`src/include/gpio_change_pkg.sv`:
```
// Constants shared by the eight-bit port with change detection
package gpio_change_pkg;
  localparam int unsigned PORT_W = 8;
  localparam int unsigned ADDR_W = 8;
  // Register byte addresses on the bus
  localparam logic [7:0] ADDR_PIN_VALUE = 8'h00;
  localparam logic [7:0] ADDR_OUT_LATCH = 8'h04;
  localparam logic [7:0] ADDR_DIRECTION = 8'h08;
  localparam logic [7:0] ADDR_INT_MAIN = 8'h0c;
  localparam logic [7:0] ADDR_INT_SECOND = 8'h10;
  localparam logic [7:0] ADDR_INT_THIRD = 8'h14;
  localparam logic [7:0] ADDR_PROG_CTRL = 8'h18;
  // Field positions
  localparam int unsigned CHANGE_FLAG_BIT = 0;
  localparam int unsigned CHANGE_ENABLE_BIT = 3;
  localparam int unsigned PULLUP_DIS_N_BIT = 7;
  localparam int unsigned CHANGE_PRIO_BIT = 0;
  localparam int unsigned PROG_ENABLE_BIT = 0;
  localparam int unsigned PIN_FIVE = 5;
  // Pins that take part in change detection
  localparam logic [7:0] UPPER_CHANGE_PINS = 8'hf0;
  // Reset values and implemented-bit masks
  localparam logic [7:0] DIRECTION_RST = 8'hff;
  localparam logic [7:0] LATCH_RST = 8'h00;
  localparam logic [7:0] INT_MAIN_RST = 8'h00;
  localparam logic [7:0] INT_SECOND_RST = 8'hf5;
  localparam logic [7:0] INT_SECOND_MASK = 8'hf5;
  localparam logic [7:0] INT_THIRD_RST = 8'hc0;
  localparam logic [7:0] INT_THIRD_MASK = 8'hdb;
  localparam logic PROG_ENABLE_RST = 1'b1;
  // Bus answer timing: ready raised one cycle after the setup cycle
  localparam int unsigned BUS_WAIT_CYCLES = 1;
endpackage

```
`src/core/gpio_change_port.sv`:
```
// Eight-bit general-purpose port with change detection, APB slave
//
// What this block does
// Eight bidirectional pins, each with direction, latch and read bit.
// Direction bit one turns the pin driver off, making an input.
// Direction bit zero drives the latch value onto the pin.
// Latch register has its own address and reads back latch contents.
// Clearing the active-low pull-up bit enables all pull-ups together.
// A pin set as output never has its pull-up on.
// After reset pull-ups are off, the control bit reads one.
// Every reset sets all direction bits, so pins start as inputs.
// Only pins 7 to 4 compare, and outputs among them are skipped.
// Each compared pin is checked against a snapshot taken on port access.
// Mismatches are ORed to set the change flag, bit 0 main control.
// A change interrupt can wake the device from sleep.
// Port read or write refreshes the snapshot; memory moves do not.
// A lasting mismatch keeps setting the flag over software clears.
// Software should not poll the port when change detection is used.
// Low-voltage programming, on by default, takes pin five and its pull-up.
// Software making pin five an output must clear latch bit five.
// Bit 3 of main control enables the change interrupt.
// Bit 0 of the second control register selects its priority.
// Port reads return pin levels; port writes update the latch.
// Pin inputs pass two flops before reading and comparing.
//
// Implementation choices: the address map and register access over APB.
`timescale 1ns/100ps
module gpio_change_port
(
  input wire logic core_clk,
  input wire logic rst_b,
  input wire logic psel,
  input wire logic penable,
  input wire logic pwrite,
  input wire logic [gpio_change_pkg::ADDR_W-1:0] paddr,
  input wire logic [31:0] pwdata,
  input wire logic [3:0] pstrb,
  output logic [31:0] prdata,
  output logic pready,
  output logic pslverr,
  input wire logic mem_to_mem_move,
  input wire logic [gpio_change_pkg::PORT_W-1:0] pin_in,
  output logic [gpio_change_pkg::PORT_W-1:0] pin_out,
  output logic [gpio_change_pkg::PORT_W-1:0] pin_oe,
  output logic [gpio_change_pkg::PORT_W-1:0] pullup_en,
  output logic change_irq_high,
  output logic change_irq_low,
  output logic change_wake
);
  import gpio_change_pkg::*;

  logic [PORT_W-1:0] pin_meta;
  logic [PORT_W-1:0] pin_sync;
  logic [PORT_W-1:0] port_output_latch;
  logic [PORT_W-1:0] port_direction;
  logic [PORT_W-1:0] snapshot;
  logic [7:0] interrupt_control_main;
  logic [7:0] interrupt_control_second;
  logic [7:0] interrupt_control_third;
  logic low_voltage_programming;
  logic setup_phase;
  logic done;
  logic wr_done;
  logic rd_done;
  logic mapped;
  logic port_access;
  logic [PORT_W-1:0] diff_bits;
  logic mismatch;
  logic [7:0] next_rdata;
  logic [PORT_W-1:0] gpio_mask;
  logic [PORT_W-1:0] next_oe;
  logic [PORT_W-1:0] next_pullup;
  logic change_active;

  // Two-flop synchroniser; only pin_sync is read by logic
  always_ff @(posedge core_clk)
  begin
    if (!rst_b)
    begin
      pin_meta <= '0;
      pin_sync <= '0;
    end
    else
    begin
      pin_meta <= pin_in;
      pin_sync <= pin_meta;
    end
  end

  // Bus phase decode; a transfer completes when ready is seen high
  assign setup_phase = psel && !penable;
  assign done = psel && penable && pready;
  assign wr_done = done && pwrite;
  assign rd_done = done && !pwrite;
  assign port_access = done && (paddr == ADDR_PIN_VALUE);

  // Address decode for read data; unmapped reads return zero
  always_comb
  begin
    mapped = 1'b1;
    next_rdata = 8'h00;
    if (paddr == ADDR_PIN_VALUE)
    begin
      next_rdata = pin_sync; // Pin levels, not the latch
    end
    else if (paddr == ADDR_OUT_LATCH)
    begin
      next_rdata = port_output_latch; // Latch itself
    end
    else if (paddr == ADDR_DIRECTION)
    begin
      next_rdata = port_direction;
    end
    else if (paddr == ADDR_INT_MAIN)
    begin
      next_rdata = interrupt_control_main;
    end
    else if (paddr == ADDR_INT_SECOND)
    begin
      next_rdata = interrupt_control_second & INT_SECOND_MASK;
    end
    else if (paddr == ADDR_INT_THIRD)
    begin
      next_rdata = interrupt_control_third & INT_THIRD_MASK;
    end
    else if (paddr == ADDR_PROG_CTRL)
    begin
      next_rdata = {7'h00, low_voltage_programming};
    end
    else
    begin
      mapped = 1'b0;
    end
  end

  // Answer one cycle after setup; data and error are held through access
  always_ff @(posedge core_clk)
  begin
    if (!rst_b)
    begin
      pready <= 1'b0;
      prdata <= 32'h0000_0000;
      pslverr <= 1'b0;
    end
    else if (setup_phase)
    begin
      pready <= 1'b1;
      prdata <= pwrite ? 32'h0000_0000 : {24'h00_0000, next_rdata};
      pslverr <= !mapped;
    end
    else if (done)
    begin
      pready <= 1'b0;
      pslverr <= 1'b0;
    end
  end

  // Port writes and latch writes both land in the latch
  always_ff @(posedge core_clk)
  begin
    if (!rst_b)
    begin
      port_output_latch <= LATCH_RST;
    end
    else if (wr_done && pstrb[0] &&
             (paddr == ADDR_PIN_VALUE || paddr == ADDR_OUT_LATCH))
    begin
      port_output_latch <= pwdata[7:0];
    end
  end

  // Every reset makes all pins inputs
  always_ff @(posedge core_clk)
  begin
    if (!rst_b)
    begin
      port_direction <= DIRECTION_RST;
    end
    else if (wr_done && pstrb[0] && paddr == ADDR_DIRECTION)
    begin
      port_direction <= pwdata[7:0];
    end
  end

  // Second and third control registers; pull-ups off at reset
  always_ff @(posedge core_clk)
  begin
    if (!rst_b)
    begin
      interrupt_control_second <= INT_SECOND_RST;
      interrupt_control_third <= INT_THIRD_RST;
    end
    else if (wr_done && pstrb[0])
    begin
      if (paddr == ADDR_INT_SECOND)
      begin
        interrupt_control_second <= pwdata[7:0] & INT_SECOND_MASK;
      end
      if (paddr == ADDR_INT_THIRD)
      begin
        interrupt_control_third <= pwdata[7:0] & INT_THIRD_MASK;
      end
    end
  end

  // Programming mode starts enabled and holds pin five
  always_ff @(posedge core_clk)
  begin
    if (!rst_b)
    begin
      low_voltage_programming <= PROG_ENABLE_RST;
    end
    else if (wr_done && pstrb[0] && paddr == ADDR_PROG_CTRL)
    begin
      low_voltage_programming <= pwdata[PROG_ENABLE_BIT];
    end
  end

  // Snapshot refreshed by any port access except a memory move
  always_ff @(posedge core_clk)
  begin
    if (!rst_b)
    begin
      snapshot <= '0;
    end
    else if (port_access && !mem_to_mem_move)
    begin
      snapshot <= pin_sync;
    end
  end

  // Upper input pins only; outputs are left out of the compare
  assign diff_bits = (pin_sync ^ snapshot) & port_direction &
                     UPPER_CHANGE_PINS;
  assign mismatch = |diff_bits; // OR of per-pin mismatches

  // Main control: hardware set beats a software clear of the flag
  always_ff @(posedge core_clk)
  begin
    if (!rst_b)
    begin
      interrupt_control_main <= INT_MAIN_RST;
    end
    else
    begin
      if (wr_done && pstrb[0] && paddr == ADDR_INT_MAIN)
      begin
        interrupt_control_main <= pwdata[7:0];
      end
      if (mismatch)
      begin
        interrupt_control_main[CHANGE_FLAG_BIT] <= 1'b1;
      end
    end
  end

  // Pin five leaves general-purpose use while programming is enabled
  assign gpio_mask = low_voltage_programming ?
                     ~(8'h01 << PIN_FIVE) : 8'hff;
  // Driver on only for outputs
  assign next_oe = ~port_direction & gpio_mask;
  // Global enable, inputs only, pin five excluded while programming
  assign next_pullup = interrupt_control_second[PULLUP_DIS_N_BIT] ?
                       8'h00 : (port_direction & gpio_mask);

  // Pin drive registered so every output leaves a flop
  always_ff @(posedge core_clk)
  begin
    if (!rst_b)
    begin
      pin_out <= '0;
      pin_oe <= '0;
      pullup_en <= '0;
    end
    else
    begin
      pin_out <= port_output_latch;
      pin_oe <= next_oe;
      pullup_en <= next_pullup;
    end
  end

  // Flag only reaches the requests while the enable bit is set
  assign change_active = interrupt_control_main[CHANGE_FLAG_BIT] &&
                         interrupt_control_main[CHANGE_ENABLE_BIT];

  // Requests to the interrupt controller; wake does not need a clock edge
  // beyond this one, so sleep logic may gate the clock after seeing it
  always_ff @(posedge core_clk)
  begin
    if (!rst_b)
    begin
      change_irq_high <= 1'b0;
      change_irq_low <= 1'b0;
      change_wake <= 1'b0;
    end
    else
    begin
      change_irq_high <= change_active &&
                         interrupt_control_second[CHANGE_PRIO_BIT];
      change_irq_low <= change_active &&
                        !interrupt_control_second[CHANGE_PRIO_BIT];
      change_wake <= change_active;
    end
  end
endmodule

```
`config.mk`:
```
export PLATFORM = sky130hd
export DESIGN_NAME = gpio_change_port
export DESIGN_NICKNAME = d
export VERILOG_FILES = /design/src/include/gpio_change_pkg.sv /design/src/core/gpio_change_port.sv
export SDC_FILE = /design/constraint.sdc
export NUM_CORES = 1
export LEC_CHECK = 0
export BUFFER_PORTS_ARGS = -buffer_cell sky130_fd_sc_hd__buf_2
export CAP_MARGIN = 20
export CORE_MARGIN = 2
export CORE_UTILIZATION = 40
export CTS_BUF_LIST = sky130_fd_sc_hd__clkbuf_4
export DETAILED_ROUTE_END_ITERATION = 10
export GPL_ROUTABILITY_DRIVEN = 0
export RECOVER_POWER = 50
export SYNTH_ARGS = -nofsm -noshare
export SYNTH_HDL_FRONTEND = slang
export SYNTH_SLANG_ARGS = --single-unit
```
`constraint.sdc`:
```
create_clock -name core_clk -period 6 [get_ports core_clk]
set_clock_uncertainty 0.15 [all_clocks]
set_input_delay 0.9 -clock core_clk [delete_from_list [all_inputs] [get_ports core_clk]]
set_output_delay 0.9 -clock core_clk [all_outputs]
set_load 0.1 [all_outputs]
```
==> reports/metrics.yaml, run 1 <==
outcome:
  outcome: "complete, but fails checks"
  violations: "capacitance limit, slew limit"
synthesis:
  synthCells: 409
  synth.avg_cell_area_um2: 9.581
  synth.cells.most_frequent: "dfxtp_1 (94), nand2_1 (57), and2_1 (35)"
  ys_seq_elements: 94
  yosys_warnings: 0
  synth_area_um2: 3919
  synth.area.top_cells: "dfxtp_1 (48%), mux2i_1 (7.4%), and2_1 (5.6%)"
  yosys.area.top_type: "dfxtp_1"
  synthArstFlopShare: 0
  synth_top_area_frac: 0.4802
  ys.flop_type: "dfxtp_1"
  synth.distinct_cells: 46
  synth_edf_count: 0
  yosysSeqAreaShare: 0.4802
  yosysMostFrequentCell: "dfxtp_1"
floorplanning:
  die-area_um2: 10600
  core_area_um2: 9639
  placement_rows: 36
  top_level_ports: 119
  chipHeight_um: 103.0
  start_util: 0.4065
  die_w_um: 103.0
place:
  dp_cells: 589
  place_area_um2: 4249
  port_buffers: 67
  dp_slack_ps: 2801
  dp_hpwl_um: 6223
cts:
  cts_buffer_depth: 2
  cts_max_level: 3
  cts_tree: "yes"
  cts-buffers-inserted: 9
  clk_pin_slew_ps: 140
  hold_buffers: 0
  cts_root_buf: "clkbuf_4"
  clkLatencyLatePin_ps: 450
  cts_resized: 0
  clock-sinks: 94
  postCtsSetupBuffers: 0
setup_path:
  max_stage_delay_ps: 1190
  critPathKind: "in -> reg"
  critPathMaxFanout: 51
  critical_path_buf_inv_count: 2
  cp_top_family: "buffers and inverters"
  end_kind: "flop"
  arrival_ps: 3760
  critPathLaunchType: "input port"
  worst_path_max_delay_cell: "clkbuf_1"
  cp_cell_sequence: "clkbuf_1, clkbuf_1, nand2_1, a2111oi_0"
  cp.required_ps: 6190
  crit_top_cell: "clkbuf_1"
layout:
  n_fill_cell: 977
  stdcell_count: 605
  finish.instance_area_um2: 4372
  fin_nets: 525
  syn2layout_area_growth_pct: 11.56
  fin_util: 0.4535
  num_antenna_cells: 0
  layout-drive-gt1-share: 0.1441
sta:
  setup_tns_ps: 0
  setup_slack_ps: 2422
  max_freq_mhz: 279.5
  rsz0062_at_grt: "false"
  slew_headroom: -0.1226
  fin_crit_ps: 3578
  maxSlewViolCount: 52
  worstMarginPinSlew_ps: 1684
  period_share: 0.5963
  setup_violations: 0
  hold_viol: 0
  hold_ws_ps: 293.1
global_routing:
  overflow: 0
  grt_max_degree: 52
  grt_pass1_wl_um: 13520
  antenna_found_initial: 0
  grtUsageTotal: 0.1694
  grt_pass1_vias: 2642
power:
  power_density_nw_per_um2: 262.6
  worst_ir_drop_vdd_v: 0.0001197
  totalPowerFinal_mw: 1.148
  p_leak_nw: 1.740
detailed_routing:
  drt_wl_total_um: 8621
  avgRoutedWirePerCell_um: 14.25
  num_vias: 2909
  firstDrtPassIters: 4
  drt-vias-per-instance: 4.808
  drt-initial-drc-count: 193
  drc: 0
  antenna_left: 0
job:
  drv_cap: 1
min_path:
  holdCritPathClass: "reg -> reg"
-- cells in the final DEF, fill, tap and decap left out, types with 4 or more instances in the layout --
| master | count |
|---|---|
| a2111oi_0 | 4 |
| a21boi_0 | 8 |
| a21oi_1 | 7 |
| a32o_1 | 4 |
| and2_0 | 10 |
| and2_1 | 25 |
| buf_2 | 39 |
| clkbuf_1 | 29 |
| clkbuf_4 | 10 |
| conb_1 | 24 |
| dfxtp_1 | 94 |
| inv_1 | 4 |
| mux2_2 | 4 |
| mux2i_1 | 29 |
| nand2_1 | 57 |
| nand2b_1 | 6 |
| nand3_1 | 10 |
| nor2_1 | 12 |
| nor2b_1 | 27 |
| o21ai_0 | 15 |
| o31ai_1 | 6 |
| xor2_1 | 4 |
-- per-layer routing --
| layer | GRT usage | up-vias | wire length [um] |
|---|---|---|---|
| li1 | - | 1466 | - |
| met1 | 0.2234 | 1329 | 4067 |
| met2 | 0.2572 | 95 | 3756 |
| met3 | 0.04136 | 19 | 567 |
| met4 | 0.08704 | 0 | 231 |
| met5 | 0 | - | 0 |
-- cells by family (layout without fill, tap and decap cells) --
family,after synthesis,count (layout),share of synthesized area
AO/OA/AOI/OAI,61,61,0.1111
multiplexers,33,33,0.08557
flip-flops,94,94,0.4802
buffers and inverters,48,88,0.07152
XOR/XNOR,4,4,0.008939
other,1,24,0.0009569
AND/OR/NAND/NOR,168,168,0.2417
-- worst reg2reg max path, stage by stage, from the launching register on --
cell and delay [ps]:
dfxtp_1 380, and3_1 220, nand3_1 310, nor3_2 590
mux2_2 400, o21a_1 160
-- flip-flops by register name, indices dropped and copies added (netlist names), 4 cells and up --
register	flops
pin_oe	8
port_output_latch	8
prdata	8
port_direction	8
pin_meta	8
snapshot	4
interrupt_control_third	6
pullup_en	8
interrupt_control_main	8
pin_sync	8
pin_out	8
interrupt_control_second	6
-- cell type report --
cell class,instances,area (um2),share of cell area
clock inverters,6,86.33,0.01975
inverters,4,15.01,0.003434
repair buffers,68,304.0,0.06955
clock buffers,10,75.07,0.01717
well taps,133,166.4,0.03807
flip-flops and latches,94,1882,0.4305
multi-input cells,290,1843,0.4216
-- report_power, final --
part / switching, mW / internal [mW]
registers: 0.00346 / 0.631
logic: 0.109 / 0.0230
clock network: 0.209 / 0.172
-- final timing paths --
kind / from / to / slack [ps] / depth (start not counted)
max: rst_b / prdata[6] / 2420 / 4
min: port_direction[0] / pin_oe[0] / 290 / 1
min reg2reg: port_direction[0] / pin_oe[0] / 290 / 1
max reg2reg: pready / interrupt_control_main[0] / 3700 / 5
No activity file was read; power rests on OpenSTA's default activity.
==> inputs of run 2 (changes only) <==
--- a/config.mk
+++ b/config.mk
@@ -12,6 +12,7 @@
 export CTS_BUF_LIST = sky130_fd_sc_hd__clkbuf_4
 export DETAILED_ROUTE_END_ITERATION = 10
 export GPL_ROUTABILITY_DRIVEN = 0
+export PLACE_DENSITY = 0.67
 export RECOVER_POWER = 50
 export SYNTH_ARGS = -nofsm -noshare
 export SYNTH_HDL_FRONTEND = slang
==> constraint.sdc (replaced) <==
create_clock -name core_clk -period 3.15 [get_ports core_clk]
set_clock_uncertainty 0.15 [all_clocks]
set_input_delay 0.4725 -clock core_clk [delete_from_list [all_inputs] [get_ports core_clk]]
set_output_delay 0.4725 -clock core_clk [all_outputs]
set_load 0.1 [all_outputs]
==> run 2 against run 1 <==
Net effect: the run now ends clean; clock power increased by 100%; critical path depth increased by 1; global-route usage increased by 0.48 points; largest power group unchanged; power increased by 95%; die area unchanged; critical endpoint is now interrupt_control_third[6]; critical path type unchanged; count of clock-buffer cells in the layout unchanged; utilization increased by 0.71 points; hold slack got worse by 220 ps; first-iteration DRC count increased by 2.6%; setup slack got worse by 1800 ps.
==> reports/metrics.yaml, run 2 (synthesis gave the netlist of run 1 again) <==
detailed_routing:
  antenna_left: 0  # unchanged
  avgRoutedWirePerCell_um: 14.28  # +0.19%
  drc: 0  # unchanged
  firstDrtPassIters: 4  # unchanged
  drt_wl_total_um: 8723  # +1.2%
  drt-vias-per-instance: 4.813  # +0.11%
  drt-initial-drc-count: 198  # +2.6%
  num_vias: 2941  # +1.1%
place:
  port_buffers: 67  # unchanged
  dp_cells: 595  # +1.0%
  dp_hpwl_um: 6195  # -0.44%
cts:
  clkLatencyLatePin_ps: 450  # about the same
  clk_pin_slew_ps: 130  # about the same
  cts-buffers-inserted: 9  # unchanged
  cts_buffer_depth: 2  # unchanged
  hold_buffers: 0  # unchanged
  cts_max_level: 3  # unchanged
  postCtsSetupBuffers: 0  # unchanged
  cts_resized: 0  # unchanged
  clock-sinks: 94  # unchanged
  cts_root_buf: "clkbuf_4"
  cts_tree: "yes"
layout:
  regArea_um2: 1882  # unchanged
  n_fill_cell: 992  # +1.5%
  multi_input_area_um2: 1843  # unchanged
  mostFrequentLayoutCell: "dfxtp_1"
  layout_common_cells: "dfxtp_1 (94), nand2_1 (57), buf_2 (49)"
  stdcell_count: 611  # +0.99%
  layout-drive-gt1-share: 0.1719  # +0.02784
  syn2layout_area_growth_pct: 13.31
  fin_nets: 531  # +1.1%
sta:
  setup_violations: 0  # unchanged
  hold_viol: 0  # unchanged
  max_freq_mhz: 391.3
  maxSlewViolCount: 0  # -100%
  fin_crit_ps: 2555
  period_share: 0.8112
  worstMarginPinSlew_ps: 1449  # -234.5 ps
  slew_headroom: 0.03372  # +0.1563
  setup_tns_ps: 0  # unchanged
  rsz0062_at_grt: "false"
setup_path:
  crit_cells: 5  # +1
  max_stage_delay_ps: 980  # -210 ps
  r2r_slack_ps: 950  # -2750 ps
  critical_path_buf_inv_count: 1  # -1
  critPathKind: "in -> reg"
  worst_path_max_delay_cell: "clkbuf_1"
  arrival_ps: 2720  # -1040 ps
  cp.required_ps: 3320  # -2870 ps
  reg2reg_depth: 5  # unchanged
  startpoint: "paddr[2]"
  end_kind: "flop"
  critPathMaxFanout: 24  # -53%
  cp_cell_sequence: "clkbuf_1, nand2b_1, nor3_4, mux2i_1, nand2_1"
  cp_top_family: "simple AND/OR/NAND/NOR gates"
  timing.rr.start: "pready"
  critPathLaunchType: "input port"
global_routing:
  grt_pass1_wl_um: 13990  # +3.5%
  antenna_found_initial: 0  # unchanged
  grt_max_degree: 43  # -17%
  overflow: 0  # unchanged
  grtUsageTotal: 0.1742  # +0.004796
  grt_pass1_vias: 2732  # +3.4%
min_path:
  holdCritPathClass: "in -> reg"
  hp-start: "pin_in[4]"
  whs_path_depth: 2  # +1
power:
  power_density_nw_per_um2: 503.9  # +92%
  p_leak_nw: 1.823  # +4.8%
  worst_ir_drop_vdd_v: 0.0002140  # +79%
floorplanning:
  core_area_um2: 9639  # unchanged
  die_w_um: 103.0  # unchanged
  die-area_um2: 10600  # unchanged
  chipHeight_um: 103.0  # unchanged
  start_util: 0.4065  # unchanged
  top_level_ports: 119  # unchanged
  placement_rows: 36  # unchanged
outcome:
  outcome: "complete, no violations"
job:
  drv_cap: 0  # -1
run 2: cell types whose count changed in the layout (fill, tap and decap cells not counted):
cell	before	now
and2_0	10	18
and2_1	25	17
buf_2	39	49
buf_4	0	5
bufinv_16	2	3
clkbuf_1	29	20
clkinv_2	0	1
clkinvlp_4	3	0
diode_2	0	1
run 2: metrics by stage:
stage	util	power, mW	cell area (um2)	hold WS [ps]	setup slack, ps
final	0.4607	2.238	4441	72.39	594.7
after global routing	0.4604	2.329	4438	40.37	473.9
after CTS	0.4635	2.266	4468	28.58	969.8
after detailed placement	0.4455	1.489	4294	269.1	729.2
after global placement	0.4455	1.487	4294	268.6	769.4
after floorplan	-	1.457	4005	255.6	455.7
run 2: per-layer routing:
layer | wire length, um | track usage | vias up
met5 | 0 | 0 | -
met4 | 158 | 0.07692 | 0
met3 | 706 | 0.04542 | 16
met2 | 3927 | 0.2667 | 124
met1 | 3931 | 0.2316 | 1329
li1 | - | - | 1472
run 2: layout make-up:
type / count / area share
clock inverters: 5 / 0.02226
repair buffers: 74 / 0.08059
multi-input cells: 290 / 0.4150
inverters: 4 / 0.003381
flip-flops and latches: 94 / 0.4238
clock buffers: 10 / 0.01691
well taps: 133 / 0.03748
diodes: 1 / 0.0005635
run 2: worst paths after layout:
check	to
hold reg to reg	pin_oe[0]
setup / recovery	interrupt_control_third[6]
hold / removal	pin_meta[4]
setup reg to reg	port_output_latch[1]
run 2: power breakdown:
| part | total (mW) | internal (mW) | leakage [nW] | switching (mW) |
|---|---|---|---|---|
| clock network | 0.775 | 0.403 | 0.0939 | 0.372 |
| logic | 0.255 | 0.0455 | 0.967 | 0.210 |
| registers | 1.21 | 1.20 | 0.762 | 0.00665 |
| total | 2.24 | 1.65 | 1.82 | 0.588 |
